--- config.mk ---
export PLATFORM = sky130hd
export DESIGN_NAME = dtc_dual_timer
export DESIGN_NICKNAME = d
export VERILOG_FILES = /design/src/verilog/dtc_pkg.sv /design/src/verilog/dtc_smp_if.sv /design/src/verilog/dtc_dual_timer.sv /design/src/verilog/dtc_sampler.sv
export VERILOG_INCLUDE_DIRS = /design/src /design/src/verilog
export SDC_FILE = /design/constraint.sdc
export NUM_CORES = 1
export LEC_CHECK = 0
export ABC_AREA = 1
export CORE_ASPECT_RATIO = 0.8
export CORE_MARGIN = 2
export CORE_UTILIZATION = 40
export CTS_BUF_LIST = sky130_fd_sc_hd__clkbuf_16
export DETAILED_ROUTE_END_ITERATION = 7
export DONT_BUFFER_PORTS = 1
export PLACE_DENSITY_LB_ADDON = 0.15
export SKIP_LAST_GASP = 1
export SLEW_MARGIN = 20
export SYNTH_ARGS = -nofsm -noshare
export SYNTH_HDL_FRONTEND = slang
export SYNTH_SLANG_ARGS = --single-unit
export TNS_END_PERCENT = 20
--- constraint.sdc ---
create_clock -name clk -period 1.7 [get_ports clk]
set_input_delay 0.085 -clock clk [delete_from_list [all_inputs] [get_ports clk]]
set_output_delay 0.085 -clock clk [all_outputs]
set_load 0.01 [all_outputs]
--- src/verilog/dtc_params.svh ---
`ifndef DTC_PARAMS_SVH
`define DTC_PARAMS_SVH

// Register byte addresses on the APB.
`define DTC_ADDR_CTRL 12'h000
`define DTC_ADDR_MODE 12'h004
`define DTC_ADDR_LO0 12'h008
`define DTC_ADDR_HI0 12'h00c
`define DTC_ADDR_LO1 12'h010
`define DTC_ADDR_HI1 12'h014
`define DTC_ADDR_SPEED 12'h018

// Bit positions in timer_control_reg.
`define DTC_RUN0_BIT 4
`define DTC_OVF0_BIT 5
`define DTC_RUN1_BIT 6
`define DTC_OVF1_BIT 7

// Field positions in mode_control_reg, per timer from its base, and the speed register bit.
`define DTC_T1_BASE 4
`define DTC_SRC_BIT 2
`define DTC_GATE_BIT 3
`define DTC_SPEED_BIT 0

// Reset value and limits of the count bytes.
`define DTC_BYTE_RST 8'h00
`define DTC_BYTE_MAX 8'hff
`define DTC_LO5_MAX 5'h1f

// Peripheral cycle timing: peripheral clocks per cycle, clk periods per peripheral clock, prescaler width.
`define DTC_PCLK_PER_CYC 6
`define DTC_CLK_PER_PCLK_STD 2
`define DTC_CLK_PER_PCLK_X2 1
`define DTC_PRE_W 4

`endif

--- src/verilog/dtc_pkg.sv ---
package dtc_pkg;

   typedef enum logic [1:0] {
      DTC_M13,
      DTC_M16,
      DTC_M8R,
      DTC_M3
   } dtc_mode_t;

   typedef struct packed {
      logic [1:0][7:0] lo;
      logic [1:0][7:0] hi;
      logic [1:0] run;
      logic [1:0] ovf;
      logic [7:0] mode;
      logic dbl;
      logic [3:0] pre;
      logic [31:0] rdata;
      logic baud;
   } dtc_top_t;

   typedef struct packed {
      logic cnt_m;
      logic cnt_s;
      logic gate_m;
      logic gate_s;
      logic last;
      logic fall;
   } dtc_smp_t;

endpackage

--- src/verilog/dtc_smp_if.sv ---
`timescale 1ns/100ps
interface dtc_smp_if;
   logic tick;
   logic fall;
   logic gate;
   modport smp (input tick, output fall, output gate);
   modport top (output tick, input fall, input gate);
endinterface
--- src/verilog/dtc_dual_timer.sv ---
// Behaviour
// Running timer counts low byte, carries into high byte, high overflow sets flag.
// Setting the run bit starts from current contents without clearing counts.
// Software reads counts anytime but stops the timer before presetting.
// Timer operation advances once per peripheral cycle of six peripheral clocks.
// Counter operation counts a high sample followed by a low sample.
// External count source holds each level at least one peripheral cycle.
// Source select picks peripheral cycle ticks or count pin falls.
// Without gating the run bit alone enables; with gating the pin too.
// With gating enabled, count only while gate pin high and run set.
// Rollover from all ones to zeros sets the overflow flag and requests.
// Servicing the interrupt clears the matching overflow flag in hardware.
// Mode 0: high byte counts, fed by five-bit low-byte prescaler.
// Mode 2: low byte counts, on overflow sets flag, reloads from high.
// In auto-reload the high byte may be written anytime for next reload.
// Timer 0 mode 3: low byte normal, high byte uses timer 1 controls.
// Timer 1 in mode 3 stops and keeps its count.
// Timer 0 uses low mode bits and control bits 0,1,4,5; timer 1 others. Here timer 0 uses control bits 4,5 only; bits 0,1 are unused.
// Mode field: 00 thirteen-bit, 01 sixteen-bit, 10 reload, 11 split/halt.
// Timer 1 overflow is offered as the serial baud clock.
// Software stops a timer before changing its mode or source.
// With timer 0 split, timer 1 is started and stopped via mode 3.
// Reset clears counts, run bits, overflow flags and mode fields.
//
// Design decisions made here: the placing of the registers and the APB slave port.
`timescale 1ns/100ps
`include "dtc_params.svh"
module dtc_dual_timer (
   input wire logic clk,
   input wire logic rst_n,
   input wire logic psel,
   input wire logic penable,
   input wire logic pwrite,
   input wire logic [11:0] paddr,
   input wire logic [31:0] pwdata,
   output logic [31:0] prdata,
   output logic pready,
   output logic pslverr,
   input wire logic count_pin_0,
   input wire logic count_pin_1,
   input wire logic gate_pin_0,
   input wire logic gate_pin_1,
   input wire logic irq_ack_0,
   input wire logic irq_ack_1,
   output logic irq_req_0,
   output logic irq_req_1,
   output logic baud_tick
);
   dtc_pkg::dtc_top_t q;
   dtc_pkg::dtc_top_t n;

   logic periph_tick;
   logic t0_split;
   logic wr_any;
   logic hit;
   logic [31:0] rmux;
   logic [1:0] count_pin;
   logic [1:0] gate_pin;
   logic [1:0] irq_ack;
   logic [1:0] fall;
   logic [1:0] gate_lvl;
   logic [1:0] en;
   logic [1:0] inc;
   logic [1:0] hw_set;
   logic [1:0][1:0] mode_f;

   assign count_pin = {count_pin_1, count_pin_0};
   assign gate_pin = {gate_pin_1, gate_pin_0};
   assign irq_ack = {irq_ack_1, irq_ack_0};
   assign periph_tick = (q.pre == '0);
   assign t0_split = (mode_f[0] == dtc_pkg::DTC_M3);
   assign wr_any = psel & penable & pwrite;

   // One step of a timer in modes 0 to 2; bit 16 is the overflow.
   function automatic logic [16:0] step(input logic [1:0] m,
                                         input logic [7:0] l,
                                         input logic [7:0] h);
      logic [16:0] r;
      r = {1'b0, h, l};
      case (dtc_pkg::dtc_mode_t'(m))
         dtc_pkg::DTC_M13: begin
            r[4:0] = l[4:0] + 5'h01;
            if (l[4:0] == `DTC_LO5_MAX) begin
               r[15:8] = h + 8'h01;
               r[16] = (h == `DTC_BYTE_MAX);
            end
         end
         dtc_pkg::DTC_M16: begin
            r = {1'b0, h, l} + 17'h00001;
         end
         dtc_pkg::DTC_M8R: begin
            if (l == `DTC_BYTE_MAX) begin
               r = {1'b1, h, h};
            end else begin
               r[7:0] = l + 8'h01;
            end
         end
         default: begin
         end
      endcase
      return r;
   endfunction

   genvar g;
   generate
      for (g = 0; g < 2; g = g + 1) begin : gen_tmr
         logic src_sel;
         logic gate_en;
         logic run_src;
         dtc_smp_if sif ();
         assign sif.tick = periph_tick;
         assign fall[g] = sif.fall;
         assign gate_lvl[g] = sif.gate;
         dtc_sampler u_smp (
            .clk(clk),
            .rst_n(rst_n),
            .count_pin(count_pin[g]),
            .gate_pin(gate_pin[g]),
            .bus(sif.smp)
         );
         assign mode_f[g] = q.mode[g*`DTC_T1_BASE +: 2];
         assign src_sel = q.mode[g*`DTC_T1_BASE + `DTC_SRC_BIT];
         assign gate_en = q.mode[g*`DTC_T1_BASE + `DTC_GATE_BIT];
         // While timer 0 is split, timer 1 loses its run bit and runs free.
         assign run_src = q.run[g] | ((g == 1) & t0_split);
         assign en[g] = run_src & (~gate_en | gate_lvl[g]);
         assign inc[g] = en[g] & (src_sel ? fall[g] : periph_tick);
      end
   endgenerate

   always_comb begin
      hit = 1'b1;
      rmux = 32'h00000000;
      case (paddr)
         `DTC_ADDR_CTRL: begin
            rmux[`DTC_OVF1_BIT] = q.ovf[1];
            rmux[`DTC_RUN1_BIT] = q.run[1];
            rmux[`DTC_OVF0_BIT] = q.ovf[0];
            rmux[`DTC_RUN0_BIT] = q.run[0];
         end
         `DTC_ADDR_MODE: rmux[7:0] = q.mode;
         `DTC_ADDR_LO0: rmux[7:0] = q.lo[0];
         `DTC_ADDR_HI0: rmux[7:0] = q.hi[0];
         `DTC_ADDR_LO1: rmux[7:0] = q.lo[1];
         `DTC_ADDR_HI1: rmux[7:0] = q.hi[1];
         `DTC_ADDR_SPEED: rmux[`DTC_SPEED_BIT] = q.dbl;
         default: hit = 1'b0;
      endcase
   end

   always_comb begin
      logic [16:0] s0;
      logic [16:0] s1;
      logic wr;
      s0 = 17'h00000;
      s1 = 17'h00000;
      wr = wr_any & hit;
      n = q;
      n.baud = 1'b0;
      hw_set = 2'b00;
      // Prescaler gives one tick per peripheral cycle.
      if (periph_tick) begin
         n.pre = q.dbl ?
            `DTC_PRE_W'(`DTC_PCLK_PER_CYC * `DTC_CLK_PER_PCLK_X2 - 1) :
            `DTC_PRE_W'(`DTC_PCLK_PER_CYC * `DTC_CLK_PER_PCLK_STD - 1);
      end else begin
         n.pre = q.pre - 4'h1;
      end
      if (t0_split) begin
         if (inc[0]) begin
            n.lo[0] = q.lo[0] + 8'h01;
            hw_set[0] = (q.lo[0] == `DTC_BYTE_MAX);
         end
         if (q.run[1] && periph_tick) begin
            n.hi[0] = q.hi[0] + 8'h01;
            hw_set[1] = (q.hi[0] == `DTC_BYTE_MAX);
         end
      end else if (inc[0]) begin
         s0 = step(mode_f[0], q.lo[0], q.hi[0]);
         n.lo[0] = s0[7:0];
         n.hi[0] = s0[15:8];
         hw_set[0] = s0[16];
      end
      // Mode 3 on timer 1 holds its count.
      if (inc[1] && mode_f[1] != dtc_pkg::DTC_M3) begin
         s1 = step(mode_f[1], q.lo[1], q.hi[1]);
         n.lo[1] = s1[7:0];
         n.hi[1] = s1[15:8];
         n.baud = s1[16];
         if (!t0_split) begin
            hw_set[1] = s1[16];
         end
      end
      for (int i = 0; i < 2; i++) begin
         if (irq_ack[i]) begin
            n.ovf[i] = 1'b0;
         end
      end
      if (wr) begin
         case (paddr)
            `DTC_ADDR_CTRL: begin
               n.run[0] = pwdata[`DTC_RUN0_BIT];
               n.run[1] = pwdata[`DTC_RUN1_BIT];
               n.ovf[0] = pwdata[`DTC_OVF0_BIT];
               n.ovf[1] = pwdata[`DTC_OVF1_BIT];
            end
            `DTC_ADDR_MODE: n.mode = pwdata[7:0];
            `DTC_ADDR_LO0: n.lo[0] = pwdata[7:0];
            `DTC_ADDR_HI0: n.hi[0] = pwdata[7:0];
            `DTC_ADDR_LO1: n.lo[1] = pwdata[7:0];
            `DTC_ADDR_HI1: n.hi[1] = pwdata[7:0];
            `DTC_ADDR_SPEED: n.dbl = pwdata[`DTC_SPEED_BIT];
            default: begin
            end
         endcase
      end
      // A hardware overflow beats any clear in the same cycle.
      for (int i = 0; i < 2; i++) begin
         if (hw_set[i]) begin
            n.ovf[i] = 1'b1;
         end
      end
      if (psel && !penable) begin
         n.rdata = rmux;
      end
   end

   always_ff @(posedge clk or negedge rst_n) begin
      if (!rst_n) begin
         q <= '0;
      end else begin
         q <= n;
      end
   end

   assign prdata = q.rdata;
   assign pready = 1'b1;
   assign pslverr = psel & penable & ~hit;
   assign irq_req_0 = q.ovf[0];
   assign irq_req_1 = q.ovf[1];
   assign baud_tick = q.baud;
endmodule

--- src/verilog/dtc_sampler.sv ---
`timescale 1ns/100ps
module dtc_sampler (
   input wire logic clk,
   input wire logic rst_n,
   input wire logic count_pin,
   input wire logic gate_pin,
   dtc_smp_if.smp bus
);
   dtc_pkg::dtc_smp_t q;
   dtc_pkg::dtc_smp_t n;

   // The count level is judged once per peripheral cycle only.
   always_comb begin
      n = q;
      n.cnt_m = count_pin;
      n.cnt_s = q.cnt_m;
      n.gate_m = gate_pin;
      n.gate_s = q.gate_m;
      n.fall = bus.tick & q.last & ~q.cnt_s;
      if (bus.tick) begin
         n.last = q.cnt_s;
      end
   end

   always_ff @(posedge clk or negedge rst_n) begin
      if (!rst_n) begin
         q <= '0;
      end else begin
         q <= n;
      end
   end

   assign bus.fall = q.fall;
   assign bus.gate = q.gate_s;
endmodule

# ---- Yosys cells after proc, flatten, opt, wreduce, memory -nomap -nowiden
# Index checks and enable logic that the tools add are counted.
dict set report word_totals {
  reg_bits 70
  wordCells 130
}
dict set report op_classes {
  bitwise_logic 20
  n_eq_ne 18
  n_reduce_logical 12
  muxes 48
  add_sub_neg 9
}
# operator n
set ops {}
lappend ops {{$mux W8} 15}
lappend ops {{$pmux W9 S3} 2}
lappend ops {{$mux W45} 1}
lappend ops {{$eq A12 B5 Y1 const B} 3}
lappend ops {{$mux W9} 4}
lappend ops {{$add A16 B1 Y17 const B} 2}
lappend ops {{$add A8 B1 Y8 const B} 4}
lappend ops {{$eq A8 B8 Y1 const B} 4}
lappend ops {{$pmux W5 S3} 2}
lappend ops {{$eq A12 B4 Y1 const B} 2}
lappend ops {{$pmux W4 S6} 1}
lappend ops {{$mux W1} 16}
lappend ops {{$pmux W3 S5} 1}
lappend ops {{$and A1 B1 Y1} 12}
lappend ops {{$eq A12 B3 Y1 const B} 1}
lappend ops {{$logic_not A12 Y1} 1}
lappend ops {{$mux W4} 3}
lappend ops {{$pmux W3 S2} 2}
lappend ops {{$add A5 B1 Y5 const B} 2}
lappend ops {{$eq A5 B5 Y1 const B} 2}
lappend ops {{$reduce_or A7 Y1} 1}
lappend ops {{$eq A2 B2 Y1 const B} 3}
lappend ops {{$pmux W1 S6} 1}
lappend ops {{$reduce_and A2 Y1} 3}
lappend ops {{9 further kinds} 19}

# ---- Depth between registers and ports, before layout
dict set report depth {
  ltp_word 9
  mapped_depth 16
  mapped_depth_nobuf 16
}

# ---- Hierarchy
# A second synthesis with hierarchy kept.
dict set report unflattened {
  hier_cells 949
  hier_area_um2 5858.1
}
# mod cells_per_inst area_each_um2 seq_area_each_um2 n_inst
set by_module_without_submodules {}
lappend by_module_without_submodules {dtc_dual_timer 925 5512.8 1451.4 1}
lappend by_module_without_submodules {dtc_sampler 12 172.7 150.1 2}

# ---- Worst setup path before layout
# No wires, ideal clock.
dict set report synth_path {
  kind {reg-to-reg}
  startpoint {register q[75] in the netlist's numbering}
  endpoint {register q[63] in the netlist's numbering}
  setup_ns 0.113
  path_stages_with_launch 16
  t_arrival_ns 1.729
  slack_ns -0.141
  period_less_slack_ns 1.841
  required_ns 1.587
  cell_sequence {dfrtp_1 > ha_1 > nand3_1 > inv_1 > ha_1 > nand2_1 > nor2_1 > nand3_1 > nand2_1 > nor2_1 > nor2_1 > nand2_1 > nand2_1 > nand3_1 > nand2_1 > inv_1}
}
# element line_no
set synth_lines {}
lappend synth_lines {{start: declaration} dtc_dual_timer.sv:49} ;# dtc_pkg::dtc_top_t q;
lappend synth_lines {{start signal: assignment} dtc_dual_timer.sv:232} ;# q <= n;

==> run metrics <==
leading cell types in the layout, fill and taps excluded=sky130_fd_sc_hd__nand2_1, sky130_fd_sc_hd__inv_1, sky130_fd_sc_hd__buf_4, sky130_fd_sc_hd__nand3_1, sky130_fd_sc_hd__nor2_1; Adder-Cell Fraction of Synth Area=under 10%; pin count of the biggest net entering global routing=~70; post-route cell area=7550 um^2; Clk network pwr share=about 36%; synth top area cells=sky130_fd_sc_hd__dfrtp_1, sky130_fd_sc_hd__nand2_1, sky130_fd_sc_hd__inv_1; post-synthesis cell type with the largest combined area=sky130_fd_sc_hd__dfrtp_1; net switching power=1.72 mW; violations in the final reports=hold timing, setup timing; count of filler cells inserted in the layout=approximately 1500; CTS tree=done; category of the critical setup timing path=reg -> reg; mux cell area share after synthesis=0%; Chip Width=about 140 um; RSZ-0062 raised after global routing=true; max-capacitance violation count=0; fraction of power consumed by sequential logic=between 30% and 40%; largest buffer count on any clock path=2; mean cell area of the mapped netlist=approximately 6.2 um^2; Placed Cells=1233; post-detailed-route wirelength per cell=16.5 um; initial antenna violation count=2; dominant synthesized flop cell=sky130_fd_sc_hd__dfrtp_1; Routed Antenna Nets=0; Clk Latency, worst-skew pair=around 0.35 ns; Buffers on Ports=0; number of clock sinks seen by CTS=70; share of synthesized flip-flops with an asynchronous set or reset=100%; Post-Place Setup Slack=-0.156 ns; number of hold violations in the final report=72; routed vias=about 6500; Residual DRC=0; share of the synthesized area in compound gates (AO/OA/AOI/OAI)=between 10% and 20%; aggregate global-route resource usage=about a quarter; count of state elements after synthesis=70; global-route wire length before repair=32.4 mm; area of the die=about 16000 um^2; Mapped Cells=975; internal cell power=between 3 and 4 mW; hold slack=-0.572 ns; net switching fraction of the power=32.4%; root cell of the clock tree=sky130_fd_sc_hd__clkbuf_16; number of optimization iterations in the first detailed-route pass=5; top-level port count=just over 90; count of endpoints failing setup in the final report=24; xor/xnor cell area share of the yosys netlist=less than 1%; number of buffers created by CTS=9; Req. time, crit path=1.98 ns; storage element area=between 1500 and 2000 um^2; maximum resistive drop on vdd=around 660 uV; power share of the combinational group=26.1%; number of nets in the finished design=roughly 1200; count of unique library cells instantiated by Yosys=40; min-delay worst type=in -> async; count of flip-flops with a built-in enable after synthesis=0; arrival time at the worst endpoint=2.11 ns; Synth Area in Simple Gates=40.0%; kind of launch point of the worst setup path=register; area of the mapped netlist=6010 um^2; layout-stage area growth over the synthesis result=25.6%; Max Clock Skew=just over 0.009 ns; hold buffer count at cts=13; minimum period implied by the final worst setup slack=around 1.8 ns; sum of net half-perimeters after detailed placement=between 15 and 20 mm; DIE HEIGHT=approximately 110 um; clock edge transition at the registers on the reported setup and hold paths=0.06 ns; Core Box Area=14900 um^2; number of cell rows=40; setup TNS=-1.71 ns; Post-DP Area=6810 um^2; category of the worst setup path capture point=register; slack of the critical path=-0.131 ns; Routed Wire Length=about 21 mm; drt first-iter violations=roughly 660; count of placed standard cells in the final layout, fillers left out=1277; effective utilization at floorplan=about 40%; share of cells above drive strength 1=18.8%; number of global-route vias before repair=slightly below 6000; largest fanout of any net on the critical path=7; share of Yosys cell area claimed by the top area cell type=approximately 29%; main combinational cell family by area after synthesis=simple AND/OR/NAND/NOR gates; via/cell ratio=5.11; Max Freq=~550 MHz; most common library cell in the layout ignoring fill and taps=sky130_fd_sc_hd__nand2_1; max-slew violation count=0; grt ovf=0; run status=finished with violations; total area of multi-input combinational cells=~3700 um^2; power per cell area=703 nW/um^2; sequential cell area fraction in the yosys report=slightly below 30%; fraction of the cycle the final worst path needs=108%; leakage power figure=around 4.0 nW; warning count from the yosys run=0; final weighted congestion of routability-driven global placement=slightly below 1; H-tree depth reported by CTS=3
==> flip-flops by register name, summed over array words and instances (netlist names) <==
signal,cells
baud_tick,1
gen_tmr.gate_en,2
gen_tmr.run_src,1
gen_tmr.src_sel,2
gen_tmr.u_smp.bus.fall,2
gen_tmr.u_smp.bus.gate,2
gen_tmr.u_smp.n,4
gen_tmr.u_smp.q,4
irq_req_0,1
irq_req_1,1
mode_f,4
prdata,8
q,38
==> final cells by class <==
class | count | area share, %
inverter | 141 | 7.11
antenna | 2 | 0.0663
sequential | 70 | 23.2
clock buffer | 9 | 2.98
timing repair buffer | 127 | 13.9
multi-input combinational | 732 | 48.7
tap | 189 | 3.13
clock inverter | 7 | 0.878
==> cell usage after synthesis, types with 2 or more instances <==
master	count
sky130_fd_sc_hd__a21oi_1	39
sky130_fd_sc_hd__nor2_4	3
sky130_fd_sc_hd__o211ai_1	4
sky130_fd_sc_hd__a31oi_1	2
sky130_fd_sc_hd__ha_1	15
sky130_fd_sc_hd__nor2_2	4
sky130_fd_sc_hd__nand3b_1	2
sky130_fd_sc_hd__nand2_2	4
sky130_fd_sc_hd__nand3_2	6
sky130_fd_sc_hd__nor2_1	85
sky130_fd_sc_hd__nor2_8	2
sky130_fd_sc_hd__conb_1	2
sky130_fd_sc_hd__o22ai_1	17
sky130_fd_sc_hd__o21ai_0	69
sky130_fd_sc_hd__o21ai_1	3
sky130_fd_sc_hd__nand4_1	10
sky130_fd_sc_hd__clkbuf_1	14
sky130_fd_sc_hd__buf_4	35
sky130_fd_sc_hd__nand3_1	89
sky130_fd_sc_hd__nand2_8	2
sky130_fd_sc_hd__xor2_1	4
sky130_fd_sc_hd__o21bai_1	2
sky130_fd_sc_hd__buf_2	4
sky130_fd_sc_hd__nand2_1	329
sky130_fd_sc_hd__nor3_1	7
sky130_fd_sc_hd__inv_1	135
sky130_fd_sc_hd__dfrtp_1	70
sky130_fd_sc_hd__inv_2	5
==> path summary, 6_finish.rpt <==
| check | endpoint | slack (ns) | from | depth (start not counted) |
|---|---|---|---|---|
| min in group clk | q[79] | -0.14 | pwdata[5] | 2 |
| worst max register to register | q[70] | -0.13 | q[67] | 11 |
| worst max-delay path | q[70] | -0.13 | q[67] | 11 |
| worst min-delay path | prdata[6] | -0.57 | rst_n | 0 |
| worst min register to register | gen_tmr[1].u_smp.q[4] | 0.34 | gen_tmr[1].u_smp.n[4] | 0 |
| max in group asynchronous | q[70] | 2.10 | rst_n | 0 |
==> per-stage QoR <==
stage,util (%),power (mW)
after floorplan,-,2.85
after global placement,45.8,3.21
after detailed placement,45.8,3.21
after CTS,49.2,5.20
after global routing,50.8,5.60
final,50.8,5.31
==> repair_timing <==
item | CTS | global route
pin swaps | 1 | 19
setup endpoints to repair | 34 | 35
cloned | 0 | 1
buffers inserted | 4 | 8
resized for setup | 18 | 44
endpoints found under the hold margin | 110 | 72
==> power groups by stage <==
| stage | clock network [mW] | registers (mW) | logic [mW] |
|---|---|---|---|
| floorplan | 0 | 2.02 | 0.828 |
| global placement | 0 | 2.04 | 1.17 |
| detailed placement | 0 | 2.04 | 1.17 |
| CTS | 1.92 | 2.03 | 1.25 |
| global route | 1.98 | 2.06 | 1.56 |
| finish | 1.88 | 2.04 | 1.39 |
==> kinds of logic (layout without fill, tap and decap cells) <==
group | Yosys count | after routing
XOR/XNOR | 4 | 4
AND/OR/NAND/NOR | 549 | 549
other | 2 | 27
buffers and inverters | 196 | 284
adder cells (fa/ha/maj) | 15 | 15
AO/OA/AOI/OAI | 139 | 139
flip-flops | 70 | 70
==> critical path: stages, from the launching register on <==
cell                      delay [ns]
sky130_fd_sc_hd__dfrtp_1        0.38
sky130_fd_sc_hd__ha_2           0.22
sky130_fd_sc_hd__nand2_4        0.07
sky130_fd_sc_hd__buf_4          0.15
sky130_fd_sc_hd__buf_4          0.13
sky130_fd_sc_hd__nor3_2         0.09
sky130_fd_sc_hd__buf_4          0.19
sky130_fd_sc_hd__buf_4          0.12
sky130_fd_sc_hd__nand4_1        0.08
sky130_fd_sc_hd__a31oi_1        0.21
sky130_fd_sc_hd__nand2_1        0.07
sky130_fd_sc_hd__nand2_1        0.05
==> routing by layer <==
layer / GRT usage [%] / wire (um)
met1: 41.5 / 10400
met5: 0 / 0
met4: 5.20 / 238
met2: 37.2 / 8390
met3: 5.29 / 1960
Power figures use the tool's default switching activity.
